--- src/rtl/asg_defs.vh ---
// Purpose : Constants for the scan gate, timebase and hold-done slice
// Assumes : 250 MHz system clock (4 ns period)
// Notes   : Times in ns; cycle counts derived from them
`ifndef ASG_DEFS_VH
`define ASG_DEFS_VH

`define ASG_CLK_MHZ          250
`define ASG_CLK_PERIOD_NS    4
// Source select codes
`define ASG_SRC_PIN_ZERO     3'h0
`define ASG_SRC_TRIG_LO      3'h1
`define ASG_SRC_STAR         3'h7
// Timebase select codes
`define ASG_TB_20M           2'h0
`define ASG_TB_100K          2'h1
`define ASG_TB_EXT           2'h2
// Internal timebase rates in kHz
`define ASG_TB_FAST_KHZ      20000
`define ASG_TB_SLOW_KHZ      100
`define ASG_TB_FAST_DIV      ((`ASG_CLK_MHZ * 1000) / `ASG_TB_FAST_KHZ)
`define ASG_TB_SLOW_DIV      ((`ASG_CLK_MHZ * 1000) / `ASG_TB_SLOW_KHZ)
// Hold-done timing in ns
`define ASG_HOLD_DLY_MIN_NS  50
`define ASG_HOLD_DLY_TOP_NS  100
`define ASG_HOLD_WID_MIN_NS  400
`define ASG_HOLD_WID_TOP_NS  500
// Least delay rounds up, width rounds up from the minimum
`define ASG_HOLD_DLY_CYC \
  ((`ASG_HOLD_DLY_MIN_NS + `ASG_CLK_PERIOD_NS - 1) / `ASG_CLK_PERIOD_NS)
`define ASG_HOLD_WID_CYC \
  ((`ASG_HOLD_WID_MIN_NS + `ASG_CLK_PERIOD_NS - 1) / `ASG_CLK_PERIOD_NS)
// Scan interval counter reset value
`define ASG_SI_RST           16'h0000

`endif

--- src/rtl/asg_sync_pol.v ---
// Purpose : Two-flop synchroniser with polarity inversion
// Assumes : Input is asynchronous to i_clk_sys
// Notes   : First flop feeds only the second
`timescale 1ns/1ps
module asg_sync_pol (
  input  wire i_clk_sys,  // System clock
  input  wire i_sys_rst,  // Synchronous reset, active high
  input  wire i_async,    // Asynchronous level
  input  wire i_invert,   // 1 = active low source
  output reg  o_level_q   // Synchronised, active-high level
);
  reg meta_q;
  reg sync_q;

  always @(posedge i_clk_sys) begin
    if (i_sys_rst) begin
      // Preload the idle pin level so no false edge follows reset
      meta_q    <= i_invert;
      sync_q    <= i_invert;
      o_level_q <= 1'b0;
    end else begin
      meta_q    <= i_async;
      sync_q    <= meta_q;
      o_level_q <= sync_q ^ i_invert;
    end
  end
endmodule

--- src/rtl/asg_scan_timing.v ---
// Purpose : Scan pause gate, scan interval timebase and hold-done pulse
// Assumes : One 250 MHz clock; external pins asynchronous
// Notes   : Control bits are plain ports, no register bus
// How it works
// - Pause gate source is input zero, trigger lines 0-5 or star; none out.
// - Pause gate is level sensitive with selectable polarity.
// - Active pause gate masks scan start pulses.
// - Gate changes apply only at the next scan start.
// - Scan interval counter runs on timebase ticks and makes scan starts.
// - External timebase ticks on each rising edge of its level, with selectable polarity.
// - Otherwise timebase is internal 20 MHz or 100 kHz.
// - Hold-done leading edge 50 to 100 ns after conversion start.
// - Hold-done lasts 400 to 500 ns and only when enabled.
// - Hold-done polarity selectable, default positive.
// - Each accepted scan start, internal or external edge, begins a scan.
// - Scans outside a sequence inhibited; software gate also masks scans.
`timescale 1ns/1ps
`include "asg_defs.vh"
module asg_scan_timing #(
  parameter SI_W      = 16,                 // Scan interval counter width
  parameter SLOW_DIV  = `ASG_TB_SLOW_DIV,   // 100 kHz divider in cycles
  parameter FAST_DIV  = `ASG_TB_FAST_DIV    // 20 MHz divider in cycles
) (
  input  wire            i_clk_sys,     // System clock 250 MHz
  input  wire            i_sys_rst,     // Synchronous reset, active high
  input  wire            i_pfi_zero,    // Programmable input zero pin
  input  wire [5:0]      i_trig_line,   // Trigger lines 0 to 5
  input  wire            i_star,        // Star trigger pin
  input  wire [2:0]      i_gate_src,    // Pause gate source select
  input  wire            i_gate_inv,    // 1 = pause gate active low
  input  wire [2:0]      i_tb_src,      // External timebase source select
  input  wire [1:0]      i_tb_sel,      // 0=20 MHz 1=100 kHz 2=external
  input  wire            i_tb_inv,      // 1 = external timebase active low
  input  wire [SI_W-1:0] i_si_reload,   // Timebase ticks per scan minus 1
  input  wire            i_ext_start,   // 1 = external scan start edge
  input  wire [2:0]      i_start_src,   // External scan start source
  input  wire            i_start_inv,   // 1 = falling edge starts a scan
  input  wire            i_seq_active,  // Acquisition sequence running
  input  wire            i_sw_gate,     // Software gate, 1 masks scans
  input  wire            i_conv_strobe, // Conversion strobe, same clock
  input  wire            i_hold_en,     // Hold-done output enable
  input  wire            i_hold_inv,    // 1 = negative hold-done pulse
  output reg             o_scan_start_q,   // Accepted scan start pulse
  output reg             o_scan_gated_q,   // Latched gate decision level
  output reg             o_hold_done_q     // Hold-done pulse pin level
);
  localparam integer HOLD_DLY_I = `ASG_HOLD_DLY_CYC;
  localparam integer HOLD_WID_I = `ASG_HOLD_WID_CYC;
  localparam [7:0]   HOLD_DLY   = HOLD_DLY_I[7:0];
  localparam [7:0]   HOLD_WID   = HOLD_WID_I[7:0];
  localparam [1:0] HS_IDLE  = 2'h0;
  localparam [1:0] HS_DLY   = 2'h1;
  localparam [1:0] HS_HIGH  = 2'h2;

  // --------------------------------------------------------------
  // Source selection and synchronisers
  // --------------------------------------------------------------
  // Pin index 0 is input zero, 1 to 6 the trigger lines, 7 star
  wire [7:0] src_vec = {i_star, i_trig_line, i_pfi_zero};
  wire       gate_lvl;
  wire       tb_lvl;
  wire       st_lvl;

  asg_sync_pol u_gate_sync (
    .i_clk_sys (i_clk_sys),
    .i_sys_rst (i_sys_rst),
    .i_async   (src_vec[i_gate_src]),
    .i_invert  (i_gate_inv),
    .o_level_q (gate_lvl)
  );
  asg_sync_pol u_tb_sync (
    .i_clk_sys (i_clk_sys),
    .i_sys_rst (i_sys_rst),
    .i_async   (src_vec[i_tb_src]),
    .i_invert  (i_tb_inv),
    .o_level_q (tb_lvl)
  );
  asg_sync_pol u_st_sync (
    .i_clk_sys (i_clk_sys),
    .i_sys_rst (i_sys_rst),
    .i_async   (src_vec[i_start_src]),
    .i_invert  (i_start_inv),
    .o_level_q (st_lvl)
  );

  // --------------------------------------------------------------
  // Timebase tick
  // --------------------------------------------------------------
  reg  [15:0] div_q;
  reg         tb_prev_q;
  reg         tick_q;
  // Whole-cycle divider: the fast rate lands slightly above nominal
  wire [15:0] div_top = (i_tb_sel == `ASG_TB_100K) ?
                        SLOW_DIV[15:0] - 16'h0001 :
                        FAST_DIV[15:0] - 16'h0001;

  always @(posedge i_clk_sys) begin
    if (i_sys_rst) begin
      div_q     <= 16'h0000;
      tb_prev_q <= 1'b0;
      tick_q    <= 1'b0;
    end else begin
      tb_prev_q <= tb_lvl;
      // External rate: one tick per rising edge of the corrected level
      if (i_tb_sel == `ASG_TB_EXT) begin
        div_q  <= 16'h0000;
        tick_q <= tb_lvl & ~tb_prev_q;
      end else if (div_q >= div_top) begin
        div_q  <= 16'h0000;
        tick_q <= 1'b1;
      end else begin
        div_q  <= div_q + 16'h0001;
        tick_q <= 1'b0;
      end
    end
  end

  // --------------------------------------------------------------
  // Scan interval counter and start opportunities
  // --------------------------------------------------------------
  // Reload is copied while no sequence runs; set it before starting
  reg [SI_W-1:0] si_q;
  reg            st_prev_q;
  reg            opp_q;

  always @(posedge i_clk_sys) begin
    if (i_sys_rst) begin
      si_q      <= `ASG_SI_RST;
      st_prev_q <= 1'b0;
      opp_q     <= 1'b0;
    end else begin
      st_prev_q <= st_lvl;
      opp_q     <= 1'b0;
      if (!i_seq_active) begin
        si_q <= i_si_reload;
      end else if (i_ext_start) begin
        opp_q <= st_lvl & ~st_prev_q;
      end else if (tick_q) begin
        if (si_q == {SI_W{1'b0}}) begin
          si_q  <= i_si_reload;
          opp_q <= 1'b1;
        end else begin
          si_q <= si_q - {{(SI_W-1){1'b0}}, 1'b1};
        end
      end
    end
  end

  // --------------------------------------------------------------
  // Gate decision, sampled only at a start opportunity
  // --------------------------------------------------------------
  // Only this edge may change the decision, so a running scan stays
  always @(posedge i_clk_sys) begin
    if (i_sys_rst) begin
      o_scan_start_q <= 1'b0;
      o_scan_gated_q <= 1'b0;
    end else begin
      o_scan_start_q <= 1'b0;
      if (opp_q) begin
        o_scan_gated_q <= gate_lvl | i_sw_gate;
        o_scan_start_q <= i_seq_active & ~gate_lvl
                          & ~i_sw_gate;
      end
    end
  end

  // --------------------------------------------------------------
  // Hold-done pulse after each enabled conversion start in a sequence
  // --------------------------------------------------------------
  // Strobes during a pulse are dropped. The delay count is two short
  // to cover the state change and the output register.
  reg [1:0] hs_q;
  reg [7:0] hcnt_q;
  reg       hact_q;

  always @(posedge i_clk_sys) begin
    if (i_sys_rst) begin
      hs_q   <= HS_IDLE;
      hcnt_q <= 8'h00;
      hact_q <= 1'b0;
    end else begin
      case (hs_q)
        HS_IDLE: begin
          hact_q <= 1'b0;
          if (i_conv_strobe && i_hold_en && i_seq_active) begin
            hcnt_q <= HOLD_DLY - 8'h02;
            hs_q   <= HS_DLY;
          end
        end
        HS_DLY: begin
          if (hcnt_q == 8'h00) begin
            hact_q <= 1'b1;
            hcnt_q <= HOLD_WID - 8'h01;
            hs_q   <= HS_HIGH;
          end else begin
            hcnt_q <= hcnt_q - 8'h01;
          end
        end
        HS_HIGH: begin
          if (hcnt_q == 8'h00) begin
            hact_q <= 1'b0;
            hs_q   <= HS_IDLE;
          end else begin
            hcnt_q <= hcnt_q - 8'h01;
          end
        end
        default: begin
          hs_q   <= HS_IDLE;
          hact_q <= 1'b0;
        end
      endcase
    end
  end

  always @(posedge i_clk_sys) begin
    // Reset clears the pin even when a negative pulse is selected
    if (i_sys_rst)
      o_hold_done_q <= 1'b0;
    else
      o_hold_done_q <= hact_q ^ i_hold_inv;
  end
endmodule

--- config.mk ---
export PLATFORM = sky130hd
export DESIGN_NAME = asg_scan_timing
export DESIGN_NICKNAME = d
export VERILOG_FILES = /design/src/rtl/asg_sync_pol.v /design/src/rtl/asg_scan_timing.v
export VERILOG_INCLUDE_DIRS = /design/src /design/src/rtl
export SDC_FILE = /design/constraint.sdc
export NUM_CORES = 1
export LEC_CHECK = 0
export BUFFER_PORTS_ARGS = -buffer_cell sky130_fd_sc_hd__buf_4
export CAP_MARGIN = 0
export CORE_MARGIN = 8
export CORE_UTILIZATION = 44
export CTS_CLUSTER_DIAMETER = 80
export CTS_CLUSTER_SIZE = 10
export DETAILED_ROUTE_END_ITERATION = 10
export MAX_ROUTING_LAYER = met4
export SETUP_SLACK_MARGIN = 0.05
export SYNTH_ARGS = -nofsm -noshare
export SYNTH_HDL_FRONTEND = slang
export SYNTH_HIERARCHICAL = 1
export SYNTH_SLANG_ARGS = --single-unit
--- constraint.sdc ---
create_clock -name i_clk_sys -period 2.3 [get_ports i_clk_sys]
set_input_delay 0.23 -clock i_clk_sys [delete_from_list [all_inputs] [get_ports i_clk_sys]]
set_output_delay 0.23 -clock i_clk_sys [all_outputs]
set_load 0.005 [all_outputs]
==> impl_metrics.tcl <==
set metrics [dict create \
    finalPower_mw 2.67 \
    wl_met3_um 495 \
    postCtsHoldBufs 0 \
    ys.flop_type "dfxtp_1" \
    port_buffers 48 \
    vias 2879 \
    initial_core_util 0.445 \
    grt_overflow 0 \
    first_global_vias 2911 \
    grt_pass1_wl_um 13100 \
    dp.cells 509 \
    final_net_count 479 \
    wl_met1_um 3480 \
    area_delta_synth_final_pct 22.6 \
    htree_num_levels 3 \
    route.met2.wl_um 3380 \
    cts-resized-gates 0 \
    place_area_mm2 0.00367 \
    die_w_um 101 \
    ys_seq_elements 59 \
    power_leakage_nw 1.53 \
    yosys_warnings 6 \
    max_freq_mhz 469 \
    setup_violations 0 \
    cp_data_arrival_time_ns 2.40 \
    grt_use_total 0.163 \
    hold_ws_ns 0.117 \
    setup_ws_ns 0.169 \
    wl_per_cell_um 14.3 \
    worstSkewPairLatency_ns 0.34 \
    cts-root-buf "clkbuf_8" \
    multiInputGateArea_mm2 0.00183 \
    critPathMaxFanout 6 \
    synth-edff-count 0 \
    cts_tree "done" \
    final_cell_mix "buf_4 (60), dfxtp_1 (59), nor2_1 (39), nand2_1 (25), inv_1 (21)" \
    fill_cells 689 \
    path_class "reg2reg" \
    ys_types 61 \
    clock_path_buffers 2 \
    regArea_mm2 0.00118 \
    cts_buffers 9 \
    fin_area_mm2 0.00387 \
    async_reset_ff_frac 0 \
    wirelength_um 7500 \
    ant_nets 0 \
    design.die.area_mm2 0.0102 \
    pre_cts_slack_ns 0.118 \
    cts_setup_buffers 0 \
    finalHoldViolCount 0 \
    diodes 0 \
    drv_slew 0 \
    via_per_inst 5.48 \
    rsz0062_at_grt "no" \
    drt-initial-drc-count 105 \
    grt_max_degree 41 \
    antenna_found_initial 0 \
    top_layer_used "met4" \
    cp.required_ns 2.57 \
    clk_transition_reported_paths_ns 0.07 \
    cts_num_sinks 59 \
    min_period_over_period 0.926 \
    die_h_um 101 \
    rows 31 \
    syn_area_per_cell_um2 8.66 \
    utilization 0.546 \
    final_common_cell "buf_4" \
    period_needed_ns 2.13 \
    status "completed" \
    maxCapViolations 0 \
    io_pins 49 \
    clock_skew_ns 0.00517 \
    critPathCaptureType "register" \
    final_cells 525 \
    final_layout_size_suffix_gt1_frac 0.237 \
    core_mm2 0.00710 \
    dr.pass1.iters 4 \
    critPathLaunchType "register" \
    place_hpwl_um 5450 \
    gp_congestion 0.829 \
    drc_errors 0 \
    fin_tns_setup_ns 0 \
    p_per_area_mw_per_mm2 690 \
    synthCells 365 \
    hold_class "in2reg" \
    ys_seq_area_frac 0.374 \
    syn_area_mm2 0.00316 \
    vdd_drop_max_uv 451 \
]
## layer usage
layer	vias to the layer above	global-route usage
li1	1456	-
met1	1332	0.187
met3	16	0.0615
met2	75	0.250
met4	0	0.0698
met5	-	-
## worst max-delay path, cell delays in order, from the launching register on
cell     delay (ns)
dfxtp_1        0.35
inv_1          0.09
ha_1           0.17
or4b_4         0.51
or4b_4         0.50
o41a_1         0.32
a31oi_1        0.12
## area by class of cell
class / count / share of cell area
clock buffer: 10 / 0.0355
clock inverter: 6 / 0.0168
inverter: 22 / 0.0213
multi-input combinational: 269 / 0.473
sequential: 59 / 0.305
tap: 99 / 0.0320
timing repair buffer: 60 / 0.116
## logic make-up (layout without fill, tap and decap cells)
logic type / after synthesis / count (layout) / synth area share
AND/OR/NAND/NOR: 144 / 144 / 0.245
AO/OA/AOI/OAI: 84 / 84 / 0.183
flip-flops: 59 / 59 / 0.374
buffers and inverters: 40 / 98 / 0.0507
XOR/XNOR: 14 / 14 / 0.0388
adder cells (fa/ha/maj): 13 / 13 / 0.0507
multiplexers: 10 / 10 / 0.0566
other: 1 / 4 / 0.00119
## cells in the mapped netlist (4+ instances only)
cell | number | area [um2]
dfxtp_1 | 59 | 1180
nor2_1 | 39 | 146
nand2_1 | 26 | 97.6
inv_1 | 22 | 82.6
nand3_1 | 19 | 95.1
o21ai_0 | 17 | 85.1
clkbuf_1 | 15 | 56.3
a31oi_1 | 12 | 75.1
ha_1 | 12 | 150
a21oi_1 | 11 | 55.1
nand4_1 | 10 | 62.6
xnor2_1 | 10 | 87.6
a211oi_1 | 6 | 45.0
mux4_2 | 6 | 135
nor4_1 | 6 | 37.5
or3_1 | 6 | 37.5
and2_1 | 5 | 31.3
nor3_1 | 5 | 25.0
o21ai_1 | 5 | 25.0
a32o_1 | 4 | 40.0
xor2_1 | 4 | 35.0
## power by group
| group | internal [mW] | switching (mW) |
|---|---|---|
| registers | 1.09 | 0.0602 |
| logic | 0.280 | 0.287 |
| clock network | 0.529 | 0.428 |
## state kept, by name, summed over array words and instances, names as in the netlist, 2 cells and up
name	count
div_q	16
hs_q	2
hcnt_q	8
si_q	16
## final timing paths
check	start	end	slack (ns)	cells past startpoint
max	si_q[1]$_SDFFE_PP0P_	si_q[12]$_SDFFE_PP0P_	0.17	6
max reg2reg	si_q[1]$_SDFFE_PP0P_	si_q[12]$_SDFFE_PP0P_	0.17	6
min	i_tb_inv	u_tb_sync/sync_q$_DFF_P_	0.12	3
min reg2reg	u_tb_sync/meta_q$_DFF_P_	u_tb_sync/sync_q$_DFF_P_	0.43	2
(Power assumes the default switching activity.)
